$ cat src/verilog/far_pkg.sv
package far_pkg;

    // ------------------------------------------------------------------
    // Timing
    // ------------------------------------------------------------------
    localparam int CLK_PERIOD_NS = 100;
    localparam int TICK_NS = 100_000_000;
    localparam int TICK_CYCLES = TICK_NS / CLK_PERIOD_NS;
    localparam int DAY_S = 86400;
    localparam int TICKS_PER_S = 1_000_000_000 / TICK_NS;
    localparam int DAY_TICKS = DAY_S * TICKS_PER_S;

    // ------------------------------------------------------------------
    // Setting ranges
    // ------------------------------------------------------------------
    localparam logic [7:0] INTERVAL_MIN = 8'h05;
    localparam logic [7:0] INTERVAL_MAX = 8'hC8;
    localparam logic [3:0] MAX_RETRY_LIMIT = 4'hA;
    localparam logic [3:0] RETRY_CNT_SAT = 4'hF;
    localparam logic [7:0] DOUT_FUNC_RETRY = 8'h1A;

    // ------------------------------------------------------------------
    // Fault bit positions, shared by both masks
    // ------------------------------------------------------------------
    localparam logic [3:0] FB_OVERCURRENT = 4'h0;
    localparam logic [3:0] FB_OVERVOLTAGE = 4'h1;
    localparam logic [3:0] FB_UNDERVOLTAGE = 4'h2;
    localparam logic [3:0] FB_DRIVE_OVERLOAD = 4'h3;
    localparam logic [3:0] FB_HEATSINK_HOT = 4'h4;
    localparam logic [3:0] FB_DRIVE_HOT = 4'h5;
    localparam logic [3:0] FB_MOTOR_PROTECT = 4'h6;
    localparam logic [3:0] FB_MOTOR_OVERLOAD = 4'h7;
    localparam logic [3:0] FB_SPEED_MISMATCH = 4'h8;
    localparam logic [3:0] FB_OPERATION_PROTECT = 4'h9;
    localparam logic [3:0] FB_CHARGE_RESISTOR_HOT = 4'hC;
    localparam logic [3:0] FB_SAFETY_INPUT_CHATTER = 4'hD;
    localparam logic [15:0] FAULT_USED_MASK = 16'h33FF;

    // ------------------------------------------------------------------
    // Subcode qualifiers
    // ------------------------------------------------------------------
    localparam logic [7:0] SUB_BRAKE_A = 8'h08;
    localparam logic [7:0] SUB_BRAKE_B = 8'h0E;
    localparam logic [7:0] SUB_OC_OV_MAX = 8'h0A;

    // ------------------------------------------------------------------
    // Register indices
    // ------------------------------------------------------------------
    localparam logic [3:0] REG_COUNTED_MASK = 4'h0;
    localparam logic [3:0] REG_UNLIMITED_MASK = 4'h1;
    localparam logic [3:0] REG_MAX_RETRY = 4'h2;
    localparam logic [3:0] REG_INTERVAL = 4'h3;
    localparam logic [3:0] REG_DOUT_FUNC = 4'h4;
    localparam logic [3:0] REG_STATUS = 4'h5;
    localparam logic [3:0] REG_IRQ_STATUS = 4'h6;
    localparam logic [3:0] REG_IRQ_CLEAR = 4'h7;
    localparam logic [3:0] REG_IRQ_ENABLE = 4'h8;

    // ------------------------------------------------------------------
    // Reset values
    // ------------------------------------------------------------------
    localparam logic [15:0] RST_MASK = 16'h0000;
    localparam logic [3:0] RST_MAX_RETRY = 4'h0;
    localparam logic [7:0] RST_INTERVAL = 8'h32;
    localparam logic [7:0] RST_DOUT_FUNC = 8'h00;

    // ------------------------------------------------------------------
    // Interrupt event bits
    // ------------------------------------------------------------------
    localparam int IRQ_W = 4;
    localparam int IRQ_AUTO_CLEAR = 0;
    localparam int IRQ_TRIP = 1;
    localparam int IRQ_LOCKED = 2;
    localparam int IRQ_DAY_CLEAR = 3;

    typedef enum logic [1:0] {
        FAR_IDLE,
        FAR_TRIPPED,
        FAR_LOCKED
    } far_fsm_e;

endpackage

$ cat src/verilog/far_tick_gen.sv
`timescale 1ns/1ps
module far_tick_gen
    import far_pkg::*;
#(
    parameter int TICK_CYCLES_P = TICK_CYCLES
)
(
    input wire logic sys_clk_i, // System clock.
    input wire logic rst_i, // Asynchronous reset.
    input wire logic clr_i, // Restart the period.
    output logic tick_o // One-cycle pulse per period.
);

    logic [19:0] cnt_reg;
    logic tick_reg;

    // Restarting on a fault aligns the interval to the moment of the trip.
    always_ff @(posedge sys_clk_i or posedge rst_i)
    begin
        if (rst_i)
        begin
            cnt_reg <= 20'h00000;
            tick_reg <= 1'b0;
        end
        else if (clr_i)
        begin
            cnt_reg <= 20'h00000;
            tick_reg <= 1'b0;
        end
        else if (cnt_reg == 20'(TICK_CYCLES_P - 1))
        begin
            cnt_reg <= 20'h00000;
            tick_reg <= 1'b1;
        end
        else
        begin
            cnt_reg <= cnt_reg + 20'h00001;
            tick_reg <= 1'b0;
        end
    end

    assign tick_o = tick_reg;

endmodule // far_tick_gen

$ cat src/verilog/far_ctrl.sv
// Behaviour
// The retry interval accepts 0.5 s to 20.0 s in 0.1 s steps and sets the wait before a retry.
// A clear is tried only after the full interval has passed since the fault was raised.
// A trip clears automatically only while the run command is off.
// Counted retries are allowed only while the retry count stays within the maximum.
// A clear happens only if the fault's bit is 1 in the counted or the unlimited mask.
// A manual reset clears the trip and returns the retry count to zero.
// The retry count returns to zero after 24 hours with no new fault.
// Mask bits map to faults in the fixed order; bits 10, 11, 14 and 15 are unused.
// The operation-protection fault retries only for subcode 8 or 14.
// Overcurrent and overvoltage faults retry only for subcode 10 or below.
// A fault only in the unlimited mask clears after every interval without limit.
// A fault in both masks follows the counted mask and its maximum.
// The digital output shows retry in progress when its function selection is 26.
// Automatic clearing is held off while any tuning runs.
// The maximum retry count accepts 0, which disables counted retries, or 1 to 10.
// When retries are used up the trip stays latched with no further attempts.
// Each counted clear adds one to the retry count, which saturates.
`timescale 1ns/1ps
module far_ctrl
    import far_pkg::*;
#(
    parameter int TICK_CYCLES_P = TICK_CYCLES,
    parameter int DAY_TICKS_P = DAY_TICKS
)
(
    input wire logic sys_clk_i, // System clock, 10 MHz.
    input wire logic rst_i, // Asynchronous reset, active high.
    input wire logic fault_raise_i, // One-cycle pulse: a fault trips.
    input wire logic [3:0] fault_bit_i, // Mask bit of the raised fault.
    input wire logic [7:0] fault_subcode_i, // Subcode of the raised fault.
    input wire logic run_cmd_i, // Run command pin, asynchronous.
    input wire logic manual_reset_i, // Manual reset pin, asynchronous.
    input wire logic tuning_i, // Auto or pole offset tuning active.
    input wire logic [3:0] addr_i, // Register index.
    input wire logic [31:0] wdata_i, // Write data.
    input wire logic wr_i, // Write strobe.
    input wire logic rd_i, // Read strobe.
    output logic [31:0] rdata_o, // Read data, cycle after rd_i.
    output logic tripped_o, // Trip is latched.
    output logic retry_active_o, // Waiting for an automatic clear.
    output logic retry_active_out_o, // Digital output terminal.
    output logic irq_o // Level interrupt.
);

    // ------------------------------------------------------------------
    // State
    // ------------------------------------------------------------------
    typedef struct packed {
        logic [1:0] run_sync;
        logic [1:0] man_sync;
        logic man_prev;
        far_fsm_e fsm;
        logic [3:0] fault_bit;
        logic [7:0] subcode;
        logic [15:0] counted_retry_fault_mask;
        logic [15:0] unlimited_retry_fault_mask;
        logic [3:0] max_retry_count;
        logic [7:0] retry_interval;
        logic [7:0] dout_func;
        logic [7:0] wait_ticks;
        logic [19:0] quiet_ticks;
        logic [3:0] retry_cnt;
        logic [IRQ_W-1:0] irq_stat;
        logic [IRQ_W-1:0] irq_en;
        logic irq;
        logic dout;
        logic tripped;
        logic retry_active;
        logic [31:0] rdata;
    } far_state_s;

    far_state_s st_reg;
    far_state_s st_next;
    logic tick;

    // ------------------------------------------------------------------
    // Functions
    // ------------------------------------------------------------------
    function automatic logic fault_eligible(input logic [3:0] fbit,
                                            input logic [7:0] sub,
                                            input logic [15:0] mask);
        logic ok;
        ok = mask[fbit] & FAULT_USED_MASK[fbit];
        if (fbit == FB_OPERATION_PROTECT)
        begin
            ok = ok & ((sub == SUB_BRAKE_A) | (sub == SUB_BRAKE_B));
        end
        else if ((fbit == FB_OVERCURRENT) || (fbit == FB_OVERVOLTAGE))
        begin
            ok = ok & (sub <= SUB_OC_OV_MAX);
        end
        return ok;
    endfunction

    // ------------------------------------------------------------------
    // Interval divider
    // ------------------------------------------------------------------
    far_tick_gen #(
        .TICK_CYCLES_P(TICK_CYCLES_P)
    ) u_tick (
        .sys_clk_i(sys_clk_i),
        .rst_i(rst_i),
        .clr_i(fault_raise_i),
        .tick_o(tick)
    );

    // ------------------------------------------------------------------
    // Next state
    // ------------------------------------------------------------------
    always_comb
    begin
        logic run_on;
        logic man_edge;
        logic counted;
        logic unlimited;
        logic cnt_ok;
        logic elapsed;
        logic [IRQ_W-1:0] ev;
        logic [IRQ_W-1:0] clr;
        run_on = 1'b0;
        man_edge = 1'b0;
        counted = 1'b0;
        unlimited = 1'b0;
        cnt_ok = 1'b0;
        elapsed = 1'b0;
        ev = '0;
        clr = '0;
        st_next = st_reg;

        // Pins pass two flops; only the second stage feeds any logic.
        st_next.run_sync = {st_reg.run_sync[0], run_cmd_i};
        st_next.man_sync = {st_reg.man_sync[0], manual_reset_i};
        st_next.man_prev = st_reg.man_sync[1];
        run_on = st_reg.run_sync[1];
        man_edge = st_reg.man_sync[1] & ~st_reg.man_prev;

        // Register writes.
        if (wr_i)
        begin
            if (addr_i == REG_COUNTED_MASK)
            begin
                st_next.counted_retry_fault_mask = wdata_i[15:0];
            end
            else if (addr_i == REG_UNLIMITED_MASK)
            begin
                st_next.unlimited_retry_fault_mask = wdata_i[15:0];
            end
            else if (addr_i == REG_MAX_RETRY)
            begin
                // Out-of-range values are dropped so the setting stays legal.
                if (wdata_i <= 32'(MAX_RETRY_LIMIT))
                begin
                    st_next.max_retry_count = wdata_i[3:0];
                end
            end
            else if (addr_i == REG_INTERVAL)
            begin
                if ((wdata_i >= 32'(INTERVAL_MIN)) && (wdata_i <= 32'(INTERVAL_MAX)))
                begin
                    st_next.retry_interval = wdata_i[7:0];
                end
            end
            else if (addr_i == REG_DOUT_FUNC)
            begin
                st_next.dout_func = wdata_i[7:0];
            end
            else if (addr_i == REG_IRQ_CLEAR)
            begin
                clr = wdata_i[IRQ_W-1:0];
            end
            else if (addr_i == REG_IRQ_ENABLE)
            begin
                st_next.irq_en = wdata_i[IRQ_W-1:0];
            end
        end

        // Quiet-time counter, restarted by every new fault.
        if (fault_raise_i)
        begin
            st_next.quiet_ticks = 20'h00000;
        end
        else if (tick && (st_reg.quiet_ticks != 20'(DAY_TICKS_P)))
        begin
            st_next.quiet_ticks = st_reg.quiet_ticks + 20'h00001;
            if (st_reg.quiet_ticks == 20'(DAY_TICKS_P - 1))
            begin
                st_next.retry_cnt = 4'h0;
                ev[IRQ_DAY_CLEAR] = 1'b1;
            end
        end

        // Interval counter, saturating.
        if ((st_reg.fsm == FAR_TRIPPED) && tick && (st_reg.wait_ticks != 8'hFF))
        begin
            st_next.wait_ticks = st_reg.wait_ticks + 8'h01;
        end
        elapsed = (st_reg.wait_ticks >= st_reg.retry_interval);

        counted = fault_eligible(st_reg.fault_bit, st_reg.subcode,
                                 st_reg.counted_retry_fault_mask);
        // Counted mask takes priority when both bits are set.
        unlimited = ~st_reg.counted_retry_fault_mask[st_reg.fault_bit] &
            fault_eligible(st_reg.fault_bit, st_reg.subcode,
                           st_reg.unlimited_retry_fault_mask);
        cnt_ok = (st_reg.max_retry_count != 4'h0) &&
            (st_reg.retry_cnt < st_reg.max_retry_count);

        case (st_reg.fsm)
            FAR_IDLE:
            begin
                st_next.fsm = FAR_IDLE;
            end
            FAR_TRIPPED:
            begin
                if (counted && !cnt_ok)
                begin
                    // Settings changed under a waiting trip: retries are gone.
                    st_next.fsm = FAR_LOCKED;
                    ev[IRQ_LOCKED] = 1'b1;
                end
                else if (!counted && !unlimited)
                begin
                    st_next.fsm = FAR_LOCKED;
                    ev[IRQ_LOCKED] = 1'b1;
                end
                else if (elapsed && !run_on && !tuning_i)
                begin
                    st_next.fsm = FAR_IDLE;
                    ev[IRQ_AUTO_CLEAR] = 1'b1;
                    if (counted && (st_reg.retry_cnt != RETRY_CNT_SAT))
                    begin
                        st_next.retry_cnt = st_reg.retry_cnt + 4'h1;
                    end
                end
            end
            FAR_LOCKED:
            begin
                st_next.fsm = FAR_LOCKED;
            end
            default:
            begin
                st_next.fsm = FAR_IDLE;
            end
        endcase

        // A new fault restarts the interval and is judged at once, unless the trip is locked.
        if (fault_raise_i && (st_reg.fsm != FAR_LOCKED))
        begin
            st_next.fault_bit = fault_bit_i;
            st_next.subcode = fault_subcode_i;
            st_next.wait_ticks = 8'h00;
            ev[IRQ_TRIP] = 1'b1;
            counted = fault_eligible(fault_bit_i, fault_subcode_i,
                                     st_reg.counted_retry_fault_mask);
            unlimited = ~st_reg.counted_retry_fault_mask[fault_bit_i] &
                fault_eligible(fault_bit_i, fault_subcode_i,
                               st_reg.unlimited_retry_fault_mask);
            ev[IRQ_AUTO_CLEAR] = 1'b0;
            if ((counted && cnt_ok) || unlimited)
            begin
                st_next.fsm = FAR_TRIPPED;
            end
            else
            begin
                st_next.fsm = FAR_LOCKED;
                ev[IRQ_LOCKED] = 1'b1;
            end
        end

        // Manual reset overrides the trip state, retry count and interval, including a same-cycle fault.
        if (man_edge)
        begin
            st_next.fsm = FAR_IDLE;
            st_next.retry_cnt = 4'h0;
            st_next.wait_ticks = 8'h00;
        end

        // Sticky status: an event in the clearing cycle survives.
        st_next.irq_stat = (st_reg.irq_stat & ~clr) | ev;
        st_next.irq = |(st_next.irq_stat & st_next.irq_en);

        st_next.tripped = (st_next.fsm != FAR_IDLE);
        st_next.retry_active = (st_next.fsm == FAR_TRIPPED);
        st_next.dout = (st_next.dout_func == DOUT_FUNC_RETRY) &
            (st_next.fsm == FAR_TRIPPED);

        // Read data, valid in the cycle after the strobe only.
        st_next.rdata = 32'h00000000;
        if (rd_i)
        begin
            if (addr_i == REG_COUNTED_MASK)
            begin
                st_next.rdata = {16'h0000, st_reg.counted_retry_fault_mask};
            end
            else if (addr_i == REG_UNLIMITED_MASK)
            begin
                st_next.rdata = {16'h0000, st_reg.unlimited_retry_fault_mask};
            end
            else if (addr_i == REG_MAX_RETRY)
            begin
                st_next.rdata = {28'h0000000, st_reg.max_retry_count};
            end
            else if (addr_i == REG_INTERVAL)
            begin
                st_next.rdata = {24'h000000, st_reg.retry_interval};
            end
            else if (addr_i == REG_DOUT_FUNC)
            begin
                st_next.rdata = {24'h000000, st_reg.dout_func};
            end
            else if (addr_i == REG_STATUS)
            begin
                st_next.rdata = {16'h0000, st_reg.subcode, st_reg.retry_cnt,
                                 st_reg.fault_bit};
                st_next.rdata[31:29] = {st_reg.fsm == FAR_LOCKED,
                                        st_reg.retry_active, st_reg.tripped};
            end
            else if (addr_i == REG_IRQ_STATUS)
            begin
                st_next.rdata = {28'h0000000, st_reg.irq_stat};
            end
            else if (addr_i == REG_IRQ_ENABLE)
            begin
                st_next.rdata = {28'h0000000, st_reg.irq_en};
            end
        end
    end

    // ------------------------------------------------------------------
    // Registers
    // ------------------------------------------------------------------
    always_ff @(posedge sys_clk_i or posedge rst_i)
    begin
        if (rst_i)
        begin
            st_reg <= '0;
            st_reg.fsm <= FAR_IDLE;
            st_reg.counted_retry_fault_mask <= RST_MASK;
            st_reg.unlimited_retry_fault_mask <= RST_MASK;
            st_reg.max_retry_count <= RST_MAX_RETRY;
            st_reg.retry_interval <= RST_INTERVAL;
            st_reg.dout_func <= RST_DOUT_FUNC;
        end
        else
        begin
            st_reg <= st_next;
        end
    end

    assign rdata_o = st_reg.rdata;
    assign tripped_o = st_reg.tripped;
    assign retry_active_o = st_reg.retry_active;
    assign retry_active_out_o = st_reg.dout;
    assign irq_o = st_reg.irq;

endmodule // far_ctrl

$ cat config.mk
export PLATFORM = sky130hd
export DESIGN_NAME = far_ctrl
export DESIGN_NICKNAME = d
export VERILOG_FILES = /design/src/verilog/far_pkg.sv /design/src/verilog/far_tick_gen.sv /design/src/verilog/far_ctrl.sv
export SDC_FILE = /design/constraint.sdc
export NUM_CORES = 1
export LEC_CHECK = 0
export BUFFER_PORTS_ARGS = -buffer_cell sky130_fd_sc_hd__buf_2
export CAP_MARGIN = 20
export CORE_MARGIN = 3
export CORE_UTILIZATION = 45
export CTS_BUF_LIST = sky130_fd_sc_hd__clkbuf_2 sky130_fd_sc_hd__clkbuf_4 sky130_fd_sc_hd__clkbuf_8
export DETAILED_ROUTE_END_ITERATION = 16
export HOLD_SLACK_MARGIN = 0.12
export SLEW_MARGIN = 25
export SYNTH_ARGS = -nofsm -noshare
export SYNTH_HDL_FRONTEND = slang
export SYNTH_SLANG_ARGS = --single-unit
$ cat constraint.sdc
create_clock -name sys_clk_i -period 13.87 [get_ports sys_clk_i]
set_input_delay 1.387 -clock sys_clk_i [delete_from_list [all_inputs] [get_ports sys_clk_i]]
set_output_delay 1.387 -clock sys_clk_i [all_outputs]
set_load 0.01 [all_outputs]
# Yosys cells after proc, flatten, opt, wreduce, memory -nomap -nowiden
# Memories as Yosys holds them, arrays and structs flattened.
# Cells that the tools add are included.
dict set report totals {
  register_bits 168
  romBits 32
  inputBits 56
  output_inout_bits 36
  wordCells 210
  mem_count 2
}
dict set report classes {
  add_sub_neg 4
  n_lt_le_gt_ge 9
  n_eq_ne 26
  n_mux 86
  bitwise_logic 28
  n_reduce_logical 32
}
# name words word_bits rd rd_ports_with_merged_regs write_ports line_no
set memory_table {}
lappend memory_table {{(name not given)} 16 1 1 0 0 far_ctrl.sv:84} ;# ok = mask[fbit] & FAULT_USED_MASK[fbit];
lappend memory_table {{(name not given)} 16 1 1 0 0 far_ctrl.sv:84}
# cell n
set ops {}
lappend ops {{2-to-1 mux 32 bit} 7}
lappend ops {{2-to-1 mux 4 bit} 25}
lappend ops {{2-to-1 mux 8 bit} 9}
lappend ops {{2-to-1 mux 20 bit} 3}
lappend ops {{adder 20 x 1 -> 20 bit, second input constant} 2}
lappend ops {{equality test 20 bit, second input constant} 2}
lappend ops {{equality test 8 x 4 -> 1 bit, second input constant} 4}
lappend ops {{greater-or-equal comparator 32 x 3 -> 1 bit, second input constant} 1}
lappend ops {{less-or-equal comparator 32 x 4 -> 1 bit, second input constant} 1}
lappend ops {{less-or-equal comparator 32 x 8 -> 1 bit, second input constant} 1}
lappend ops {{2-to-1 mux 1 bit} 29}
lappend ops {{2-to-1 mux 24 bit} 1}
lappend ops {{inequality test 20 bit, second input constant} 1}
lappend ops {{AND 1 bit} 16}
lappend ops {{binary-select mux 1 bit (select 4 bit)} 4}
lappend ops {{equality test 4 x 3 -> 1 bit, second input constant} 4}
lappend ops {{less-or-equal comparator 8 x 4 -> 1 bit, second input constant} 2}
lappend ops {{2-to-1 mux 14 bit} 1}
lappend ops {{equality test 4 x 1 -> 1 bit, second input constant} 3}
lappend ops {{equality test 4 bit, second input constant} 3}
lappend ops {{logical AND 1 bit} 12}
lappend ops {{logical NOT 4 bit} 3}
lappend ops {{less-than comparator 4 x 5 -> 1 bit, second input constant} 2}
lappend ops {{2-to-1 mux 2 bit} 5}
lappend ops {{other kinds (28)} 44}

# Logic depth before layout (Yosys ltp)
# Gate-level depths: netlist (run 1).
dict set report logic_depth {
  depth_word 17
  depth_mapped 9
  depth_no_buf 9
}

# Modules after synthesis
# Synthesis (run 1) repeated with hierarchy kept, for this count alone.
dict set report hier_totals {
  hier_cells 872
  area_unflattened_um2 8539.4
}
# mod n_inst cells_each area_per_inst_um2 seq_area_each_um2
set modules_own_cells {}
lappend modules_own_cells {far_ctrl 1 763 7483.4 3357.0}
lappend modules_own_cells {far_tick_gen 1 109 1056.0 525.5}

# Worst setup path before layout (run 1)
# OpenSTA, ideal clock, no wires.
dict set report synth_path {
  path_type {input-to-reg}
  start {input fault_raise_i}
  end {register st_reg (netlist bit retry_active_out_o)}
  setup_ps 69
  t_arrival_ps 3176
  required_time_ps 13801
  slack_ps 10626
  cell_stages 9
  path_buffers 2
  path_cell_list {clkbuf_1 inv_1 nor2_1 or2_2 clkbuf_1 or3_1 or4_1 o31ai_1 and4_1}
}
# element line_no
set synth_rtl {}
lappend synth_rtl {{start: declaration} far_ctrl.sv:29} ;# input wire logic fault_raise_i,
lappend synth_rtl {{end signal: assignment} far_ctrl.sv:347} ;# st_reg <= st_next;
lappend synth_rtl {{end: declaration} far_ctrl.sv:73} ;# far_state_s st_reg;

==> report_table.html, run 1 <==
<table>
<tr><th>Metric</th><th>Value</th></tr>
<tr><th colspan="2">Status</th></tr>
<tr><td>Run status</td><td>completed</td></tr>
<tr><th colspan="2">Logic synthesis</th></tr>
<tr><td>Portion of synthesized cell area occupied by the leading cell type</td><td>0.459</td></tr>
<tr><td>Synth Area in Adders</td><td>0.0272</td></tr>
<tr><td>Post-synthesis cell type count</td><td>72</td></tr>
<tr><td>Number of warnings issued by yosys</td><td>0</td></tr>
<tr><td>Combinational family with the most area after synthesis</td><td>simple AND/OR/NAND/NOR gates</td></tr>
<tr><td>Cell type with the highest aggregate area in the netlist</td><td>dfrtp_1</td></tr>
<tr><td>Post-synthesis share of cell area spent on xor and xnor gates</td><td>0.0423</td></tr>
<tr><td>Mean Syn Cell Area</td><td>10.0 µm²</td></tr>
<tr><td>Sequential area share after synthesis</td><td>0.469</td></tr>
<tr><td>Fraction of registers with async set or reset after synthesis</td><td>1.00</td></tr>
<tr><td>Share of the synthesized area in compound gates (AO/OA/AOI/OAI)</td><td>0.107</td></tr>
<tr><td>Cells taking the most area after synthesis</td><td>dfrtp_1 (46%), mux2_2 (6.1%), nand2_1 (4.2%)</td></tr>
<tr><td>Synth Instances</td><td>827</td></tr>
<tr><td>Multiplexer area fraction after synthesis</td><td>0.109</td></tr>
<tr><td>Simple-Gate Fraction of Synth Area</td><td>0.184</td></tr>
<tr><td>Flip-flop and latch count after synthesis</td><td>155</td></tr>
<tr><td>Number of enable-type register cells in the synthesized netlist</td><td>0</td></tr>
<tr><td>Syn Std Cell Area</td><td>8280 µm²</td></tr>
<tr><td>Most used flip-flop cell after synthesis</td><td>dfrtp_1</td></tr>
<tr><th colspan="2">Critical path</th></tr>
<tr><td>FF-to-FF Start</td><td>st_reg[85]</td></tr>
<tr><td>Family of cells with the greatest summed delay on the critical path</td><td>simple AND/OR/NAND/NOR gates</td></tr>
<tr><td>Buffers and inverters on the worst path</td><td>2</td></tr>
<tr><td>Nature of the critical path endpoint</td><td>register</td></tr>
<tr><td>Cells along the critical path</td><td>buf_2 &gt; inv_1 &gt; nor2_1 &gt; or2_2 &gt; or3_1 &gt; or4_1 &gt; o31ai_1 &gt; and4_1</td></tr>
<tr><td>Critical path data required time</td><td>14.27 ns</td></tr>
<tr><td>Stage delay of the slowest cell on the critical path</td><td>0.45 ns</td></tr>
<tr><td>R2r setup slk</td><td>10.95 ns</td></tr>
<tr><td>Reg2Reg Depth</td><td>8</td></tr>
<tr><td>Crit-path slowest cell</td><td>or2_2</td></tr>
<tr><td>Data arrival time at the worst-slack endpoint</td><td>3.64 ns</td></tr>
<tr><td>Worst setup SP type</td><td>primary input</td></tr>
<tr><td>Worst r2r dst</td><td>retry_active_out_o</td></tr>
<tr><td>CP Depth</td><td>8</td></tr>
<tr><td>Critical path class</td><td>in -&gt; reg</td></tr>
<tr><td>Crit-path max FO</td><td>25</td></tr>
<tr><th colspan="2">Layout</th></tr>
<tr><td>Filler-free cell count of the finished design</td><td>1108</td></tr>
<tr><td>Design Area, Final</td><td>9020 µm²</td></tr>
<tr><td>Filler cell count</td><td>1664</td></tr>
<tr><td>P&amp;R area growth vs syn</td><td>9.01%</td></tr>
<tr><td>Fin util</td><td>0.511</td></tr>
<tr><td>Antenna cells</td><td>0</td></tr>
<tr><td>Layout cells sized above 1</td><td>0.210</td></tr>
<tr><td>Number of nets in the final layout</td><td>944</td></tr>
<tr><td>Number of flip-flops under the largest register name</td><td>108</td></tr>
<tr><td>Most common library cell in the layout ignoring fill and taps</td><td>dfrtp_1</td></tr>
<tr><td>Commonest cells after routing, fill and taps aside</td><td>dfrtp_1 (152), nand2_1 (93), nor2_1 (86)</td></tr>
<tr><th colspan="2">Timing</th></tr>
<tr><td>Total Neg Setup Slack</td><td>0 ns</td></tr>
<tr><td>Setup repair after global routing missed its margin</td><td>false</td></tr>
<tr><td>Worst clock skew</td><td>0.0171 ns</td></tr>
<tr><td>Worst-Margin Slew</td><td>0.954 ns</td></tr>
<tr><td>Slew margin rel.</td><td>0.361</td></tr>
<tr><td>Minimum period implied by the final worst setup slack</td><td>3.24 ns</td></tr>
<tr><td>Max frequency</td><td>309 MHz</td></tr>
<tr><td>Final Hold Vio Count</td><td>0</td></tr>
<tr><td>Setup violations, final</td><td>0</td></tr>
<tr><td>Final worst-path cycle share</td><td>0.234</td></tr>
<tr><td>Final Max Tran Viols</td><td>0</td></tr>
<tr><th colspan="2">Detailed routing</th></tr>
<tr><td>Router iterations before antenna repair</td><td>5</td></tr>
<tr><td>Starting DRT DRC Count</td><td>527</td></tr>
<tr><td>Routed via count</td><td>6397</td></tr>
<tr><td>Detailed Route WL</td><td>20400 µm</td></tr>
<tr><td>Post-route antenna net violation count</td><td>0</td></tr>
<tr><td># DRC</td><td>0</td></tr>
<tr><td>Vias/cell</td><td>5.77</td></tr>
<tr><td>Drt wl/cell</td><td>18.4 µm</td></tr>
<tr><th colspan="2">CTS</th></tr>
<tr><td>Clock root buffer</td><td>clkbuf_8</td></tr>
<tr><td>CTS tree</td><td>yes</td></tr>
<tr><td>Number of buffers on the longest clock path</td><td>2</td></tr>
<tr><td>Worst-Skew Late Latency</td><td>0.46 ns</td></tr>
<tr><td>Clock slew seen by the registers of the worst setup and hold paths</td><td>0.09 ns</td></tr>
<tr><td>Clock buffers created by TritonCTS</td><td>17</td></tr>
<tr><td>CTS HTree Levels</td><td>4</td></tr>
<tr><td>Quantity of gates resized following cts</td><td>0</td></tr>
<tr><td>Clock sink total</td><td>155</td></tr>
<tr><td>Hold-fix buffers, CTS</td><td>0</td></tr>
<tr><td>Post-CTS setup buffers</td><td>0</td></tr>
<tr><th colspan="2">Floorplanning</th></tr>
<tr><td>Core Rows</td><td>48</td></tr>
<tr><td>Width of the die</td><td>142 µm</td></tr>
<tr><td>Die area</td><td>20100 µm²</td></tr>
<tr><td>Core area</td><td>17700 µm²</td></tr>
<tr><td>Total I/O pin count</td><td>92</td></tr>
<tr><td>Initial Util</td><td>0.469</td></tr>
<tr><td>Chip Height</td><td>142 µm</td></tr>
<tr><th colspan="2">Hold path</th></tr>
<tr><td>Worst hold path class</td><td>reg -&gt; reg</td></tr>
<tr><td>Cell depth of the worst min-delay path</td><td>0</td></tr>
<tr><td>Min-Delay Endpoint</td><td>st_reg[142]</td></tr>
<tr><td>Hold wc startpoint</td><td>st_next[142]</td></tr>
<tr><th colspan="2">Global routing</th></tr>
<tr><td>Pin count of the biggest net entering global routing</td><td>80</td></tr>
<tr><td>Remaining global-route overflow</td><td>0</td></tr>
<tr><td>All-Layer GR Usage</td><td>0.209</td></tr>
<tr><td>Global-route wire length before repair</td><td>33200 µm</td></tr>
<tr><td>Initial antenna violation count</td><td>0</td></tr>
<tr><td>Vias in the first global route</td><td>6334</td></tr>
<tr><th colspan="2">Pwr</th></tr>
<tr><td>Maximum vdd drop</td><td>81.3 µV</td></tr>
<tr><td>Leakage power summed over all cells</td><td>0.00408 µW</td></tr>
<tr><td>Cell Pwr Density</td><td>119 nW/µm²</td></tr>
<tr><th colspan="2">Placement</th></tr>
<tr><td>GPL Wtd Cong</td><td>0.858</td></tr>
<tr><td>Placement-stage cell area</td><td>8620 µm²</td></tr>
<tr><td>Port Buffers</td><td>78</td></tr>
<tr><td>Placed insts</td><td>1076</td></tr>
<tr><td>Detailed placement HPWL</td><td>15100 µm</td></tr>
<tr><th colspan="2">Job</th></tr>
<tr><td>Number of maximum-capacitance violations</td><td>0</td></tr>
</table>
## layer usage
layer | vias to the layer above | GRT usage | part of all wire
met5 | - | 0 | 0
li1 | 2958 | - | -
met3 | 28 | 0.0418 | 0.062
met4 | 0 | 0.0727 | 0.021
met1 | 3209 | 0.287 | 0.44
met2 | 202 | 0.334 | 0.48
## logic make-up (layout without fill, tap and decap cells)
logic type,after synthesis,count (layout)
AND/OR/NAND/NOR,313,313
flip-flops,155,155
AO/OA/AOI/OAI,132,132
buffers and inverters,99,143
multiplexers,69,69
XOR/XNOR,40,40
adder cells (fa/ha/maj),18,18
other,1,13
## how the worst max path moves through the flow
stage,startpoint,endpoint,slack [ns]
3_5_place_dp,fault_raise_i,retry_active_out_o,10.13
6_report,fault_raise_i,retry_active_out_o,10.63
4_1_cts,fault_raise_i,retry_active_out_o,10.64
2_1_floorplan,rst_i,irq_o,8.31
3_3_place_gp,fault_raise_i,retry_active_out_o,10.21
5_1_grt,fault_raise_i,retry_active_out_o,10.46
## Yosys cell counts, drive strengths merged, types with 3 or more instances
cell and number:
buf 38, nor2 86, a21oi 22, a21boi 3, nand3 19, nor3 23, dfrtp 152, and2 4
clkbuf 29, xor2 25, a311oi 3, mux2i 12, nor4b 5, xnor2 15, mux2 45, nor4bb 3
or4 4, o21ai 47, dfstp 3, or3 8, nor4 13, and3 9, inv 32, nand2 93
mux4 12, ha 18, a22oi 3, o2bb2ai 8, nand4b 5, a31oi 6, nand4 13, a211oi 11
nor2b 10, a211o 3, nand2b 11
## area by class of cell
cell class,count,area [µm²],area share
clock buffer,22,284,0.0315
clock inverter,10,116,0.0129
inverter,32,125,0.0139
multi-input combinational,585,3930,0.436
sequential,155,3880,0.430
tap,225,282,0.0312
timing repair buffer,79,402,0.0445
## report_power, final
| group | internal (µW) | total (µW) | switching, µW |
|---|---|---|---|
| combinational | 87.2 | 187 | 99.7 |
| sequential | 496 | 547 | 50.5 |
| clock | 175 | 344 | 169 |
## stage by stage
stage / setup slack (ns) / power [µW] / hold slack (ns)
after floorplan: 8.31 / 683 / 0.331
after global placement: 10.21 / 734 / 0.332
after detailed placement: 10.13 / 740 / 0.340
after CTS: 10.64 / 1090 / 0.356
after global routing: 10.46 / 1130 / 0.367
final: 10.63 / 1080 / 0.352
(Power assumes the default switching activity.)
==> inputs of run 2 (changes only) <==
ABC_AREA = 1   (was unset)
PLACE_DENSITY = 0.66   (was unset)
clock period = 2.7 ns   (was 13.87 ns; I/O delays follow)
==> report_table.html, run 2 <==
<table>
<tr><th>Metric</th><th>Value</th></tr>
<tr><th colspan="2">Logic synthesis</th></tr>
<tr><td>Number of enable-type register cells in the synthesized netlist</td><td>0 (unchanged)</td></tr>
<tr><td>Most used flip-flop cell after synthesis</td><td>dfrtp_1 (unchanged)</td></tr>
<tr><td>Fraction of registers with async set or reset after synthesis</td><td>1.00 (unchanged)</td></tr>
<tr><td>Post-synthesis cell type count</td><td>48 (was 72)</td></tr>
<tr><td>Number of warnings issued by yosys</td><td>0 (unchanged)</td></tr>
<tr><td>Synth Instances</td><td>1121 (was 827)</td></tr>
<tr><td>Dominant cell by count in the synthesized netlist</td><td>nand2_1 (was dfrtp_1)</td></tr>
<tr><td>Flip-flop and latch count after synthesis</td><td>155 (unchanged)</td></tr>
<tr><td>Sequential area share after synthesis</td><td>0.453 (was 0.469)</td></tr>
<tr><td>Portion of synthesized cell area occupied by the leading cell type</td><td>0.443 (was 0.459)</td></tr>
<tr><td>Mean Syn Cell Area</td><td>7.65 µm² (was 10.0 µm²)</td></tr>
<tr><td>Cells taking the most area after synthesis</td><td>dfrtp_1 (44%), nand2_1 (13%), inv_1 (5.9%) (was dfrtp_1 (46%), mux2_2 (6.1%), nand2_1 (4.2%))</td></tr>
<tr><td>Cell type with the highest aggregate area in the netlist</td><td>dfrtp_1 (unchanged)</td></tr>
<tr><td>Syn Std Cell Area</td><td>8580 µm² (was 8280 µm²)</td></tr>
<tr><td>Post-synth top cells</td><td>nand2_1 (295), dfrtp_1 (152), inv_1 (134) (was dfrtp_1 (152), nand2_1 (93), nor2_1 (86))</td></tr>
<tr><th colspan="2">Layout</th></tr>
<tr><td>Number of flip-flops under the largest register name</td><td>108 (unchanged)</td></tr>
<tr><td>Most common library cell in the layout ignoring fill and taps</td><td>nand2_1 (was dfrtp_1)</td></tr>
<tr><td>Antenna cells</td><td>0 (unchanged)</td></tr>
<tr><td>Commonest cells after routing, fill and taps aside</td><td>nand2_1 (295), dfrtp_1 (152), inv_1 (133) (was dfrtp_1 (152), nand2_1 (93), nor2_1 (86))</td></tr>
<tr><td>P&amp;R area growth vs syn</td><td>12.0% (was 9.01%)</td></tr>
<tr><td>Layout cells sized above 1</td><td>0.136 (was 0.210)</td></tr>
<tr><td>Design Area, Final</td><td>9610 µm² (was 9020 µm²)</td></tr>
<tr><td>Number of nets in the final layout</td><td>1276 (was 944)</td></tr>
<tr><td>Filler cell count</td><td>1777 (was 1664)</td></tr>
<tr><th colspan="2">Placement</th></tr>
<tr><td>GPL Wtd Cong</td><td>0.885 (was 0.858)</td></tr>
<tr><td>Port Buffers</td><td>78 (unchanged)</td></tr>
<tr><td>Placement-stage cell area</td><td>8990 µm² (was 8620 µm²)</td></tr>
<tr><td>Detailed placement HPWL</td><td>15400 µm (was 15100 µm)</td></tr>
<tr><td>Placement Setup Slack</td><td>0.505 ns (was 10.13 ns)</td></tr>
<tr><th colspan="2">Detailed routing</th></tr>
<tr><td># DRC</td><td>0 (unchanged)</td></tr>
<tr><td>Vias/cell</td><td>5.15 (was 5.77)</td></tr>
<tr><td>Drt wl/cell</td><td>14.7 µm (was 18.4 µm)</td></tr>
<tr><td>Starting DRT DRC Count</td><td>542 (was 527)</td></tr>
<tr><td>Router iterations before antenna repair</td><td>6 (was 5)</td></tr>
<tr><td>Routed via count</td><td>7426 (was 6397)</td></tr>
<tr><td>Detailed Route WL</td><td>21200 µm (was 20400 µm)</td></tr>
<tr><td>Post-route antenna net violation count</td><td>0 (unchanged)</td></tr>
<tr><th colspan="2">Global routing</th></tr>
<tr><td>Remaining global-route overflow</td><td>0 (unchanged)</td></tr>
<tr><td>Pin count of the biggest net entering global routing</td><td>156 (was 80)</td></tr>
<tr><td>Global-route wire length before repair</td><td>34700 µm (was 33200 µm)</td></tr>
<tr><td>Initial antenna violation count</td><td>0 (unchanged)</td></tr>
<tr><td>All-Layer GR Usage</td><td>0.209 (about the same)</td></tr>
<tr><td>Vias in the first global route</td><td>6935 (was 6334)</td></tr>
<tr><th colspan="2">Critical path</th></tr>
<tr><td>Data arrival time at the worst-slack endpoint</td><td>2.48 ns (was 3.64 ns)</td></tr>
<tr><td>Crit-path slowest cell</td><td>dfrtp_1 (was or2_2)</td></tr>
<tr><td>Stage delay of the slowest cell on the critical path</td><td>0.72 ns (was 0.45 ns)</td></tr>
<tr><td>Worst setup SP type</td><td>register (was primary input)</td></tr>
<tr><td>Nature of the critical path endpoint</td><td>register (unchanged)</td></tr>
<tr><td>Critical path class</td><td>reg -&gt; reg (was in -&gt; reg)</td></tr>
<tr><td>Crit-path max FO</td><td>17 (was 25)</td></tr>
<tr><td>Cells along the critical path</td><td>inv_4 &gt; nand2_1 &gt; nand3_1 &gt; nand3_1 &gt; nand3_1 &gt; nand2_1 &gt; nand3_2 &gt; nand2_1 &gt; inv_2 &gt; nand2_2 &gt; inv_2 &gt; a21oi_1 &gt; nor3_1 (was buf_2 &gt; inv_1 &gt; nor2_1 &gt; or2_2 &gt; or3_1 &gt; or4_1 &gt; o31ai_1 &gt; and4_1)</td></tr>
<tr><td>Critical path data required time</td><td>3.03 ns (was 14.27 ns)</td></tr>
<tr><th colspan="2">Pwr</th></tr>
<tr><td>Leakage power summed over all cells</td><td>0.00467 µW (was 0.00408 µW)</td></tr>
<tr><td>Maximum vdd drop</td><td>328 µV (was 81.3 µV)</td></tr>
<tr><td>Cell Pwr Density</td><td>571 nW/µm² (was 119 nW/µm²)</td></tr>
<tr><th colspan="2">CTS</th></tr>
<tr><td>Clock root buffer</td><td>clkbuf_8 (unchanged)</td></tr>
<tr><td>CTS tree</td><td>yes (unchanged)</td></tr>
<tr><td>Clock sink total</td><td>155 (unchanged)</td></tr>
<tr><td>Number of buffers on the longest clock path</td><td>2 (unchanged)</td></tr>
<tr><td>Clock slew seen by the registers of the worst setup and hold paths</td><td>0.09 ns (about the same)</td></tr>
<tr><td>Worst-Skew Late Latency</td><td>0.47 ns (was 0.46 ns)</td></tr>
<tr><td>Clock buffers created by TritonCTS</td><td>17 (unchanged)</td></tr>
<tr><td>CTS HTree Levels</td><td>4 (unchanged)</td></tr>
<tr><td>Post-CTS setup buffers</td><td>0 (unchanged)</td></tr>
<tr><th colspan="2">Timing</th></tr>
<tr><td>Final worst slack</td><td>0.552 ns (was 10.63 ns)</td></tr>
<tr><td>Final worst-path cycle share</td><td>0.796</td></tr>
<tr><td>Setup violations, final</td><td>0 (unchanged)</td></tr>
<tr><td>Final Hold Vio Count</td><td>0 (unchanged)</td></tr>
<tr><td>Total Neg Setup Slack</td><td>0 ns (unchanged)</td></tr>
<tr><td>Max frequency</td><td>466 MHz</td></tr>
<tr><td>Minimum period implied by the final worst setup slack</td><td>2.15 ns</td></tr>
<tr><td>Worst clock skew</td><td>0.0163 ns (was 0.0171 ns)</td></tr>
<tr><td>Setup repair after global routing missed its margin</td><td>false (unchanged)</td></tr>
<tr><td>Final Max Tran Viols</td><td>0 (unchanged)</td></tr>
<tr><td>Slew margin rel.</td><td>0.427 (was 0.361)</td></tr>
<tr><td>Worst-Margin Slew</td><td>0.859 ns (was 0.954 ns)</td></tr>
<tr><th colspan="2">Floorplanning</th></tr>
<tr><td>Total I/O pin count</td><td>92 (unchanged)</td></tr>
<tr><td>Initial Util</td><td>0.468 (was 0.469)</td></tr>
<tr><td>Core area</td><td>18300 µm² (was 17700 µm²)</td></tr>
<tr><td>Width of the die</td><td>144 µm (was 142 µm)</td></tr>
<tr><td>Chip Height</td><td>144 µm (was 142 µm)</td></tr>
<tr><td>Die area</td><td>20800 µm² (was 20100 µm²)</td></tr>
<tr><td>Core Rows</td><td>49 (was 48)</td></tr>
<tr><th colspan="2">Status</th></tr>
<tr><td>Run status</td><td>completed (unchanged)</td></tr>
<tr><th colspan="2">Hold path</th></tr>
<tr><td>Worst hold path class</td><td>in -&gt; reg (was reg -&gt; reg)</td></tr>
<tr><th colspan="2">Job</th></tr>
<tr><td>Number of maximum-capacitance violations</td><td>0 (unchanged)</td></tr>
</table>
## run 2: changes by cell type after synthesis, moves of 12 or more
cell and change:
xor2_1 -20, inv_1 +102, mux2_2 -45, inv_2 +19, o21ai_0 +41, clkbuf_1 -15, nand2_1 +202, a21oi_1 +28
nand3_1 +49, mux2i_1 -12, o21ai_1 +16
## run 2: per-stage QoR
step / utilization / std cells / hold slack [ns] / total power (µW)
4_1_cts: 0.523 / 1442 / 0.121 / 5510
2_1_floorplan: - / 1133 / 0.301 / 3480
5_1_grt: 0.524 / 1443 / 0.135 / 5810
3_5_place_dp: 0.490 / 1389 / 0.343 / 3760
6_report: 0.524 / 1443 / 0.145 / 5490
3_3_place_gp: 0.490 / 1389 / 0.335 / 3750
## run 2: critical path: cells and delay by family, from the launching register on
family	cells	cell delay [ns]
DFF	1	0.72
and+or+nand+nor	9	0.90
AOI/OAI and AO/OA	1	0.11
buffers and inverters	3	0.27
## run 2: path summary, 6_finish.rpt
kind	cells past startpoint	from	slack (ns)	end
hold / removal	2	fault_raise_i	0.15	u_tick.cnt_reg[2]
setup / recovery	13	st_reg[136]	0.55	st_reg[45]
hold reg to reg	0	st_next[146]	0.36	st_reg[146]
max in group asynchronous	4	rst_i	1.48	st_reg[93]
setup reg to reg	13	st_reg[136]	0.55	st_reg[45]
min in group asynchronous	4	rst_i	0.58	st_reg[59]
## run 2: repair_timing
action / CTS / global route
endpoints found under the hold margin: 122 / 1
gates resized for setup: 0 / 0
hold buffers: 22 / 1
## run 2: cell type report
type,count,area (µm²),area share
clock buffers,20,256,0.0267
clock inverters,11,124,0.0129
inverters,157,598,0.0622
multi-input cells,764,3780,0.394
flip-flops and latches,155,3880,0.404
well taps,229,287,0.0298
repair buffers,107,678,0.0706
## run 2: where the power goes
| group | switching [µW] | internal, µW | leakage (µW) |
|---|---|---|---|
| clock | 889 | 842 | 0.000177 |
| sequential | 249 | 2540 | 0.00204 |
| combinational | 613 | 350 | 0.00245 |
| total | 1750 | 3730 | 0.00467 |
## run 2: per-layer routing
metal | up-vias | track usage | part of all wire
met3 | 17 | 0.0420 | 0.044
met1 | 3461 | 0.307 | 0.49
li1 | 3774 | - | -
met2 | 174 | 0.320 | 0.46
met4 | 0 | 0.0510 | 0.0093
met5 | - | 0 | 0
## run 2: kinds of logic (layout without fill, tap and decap cells)
kind of cell | Yosys count | count (layout) | share of synthesized area
buf+inv | 214 | 295 | 0.113
other cells | 1 | 13 | 0.000437
xor+xnor | 9 | 9 | 0.00919
flops | 155 | 155 | 0.453
simple gates | 523 | 523 | 0.266
fa+ha+maj | 18 | 18 | 0.0263
compound gates | 201 | 201 | 0.132
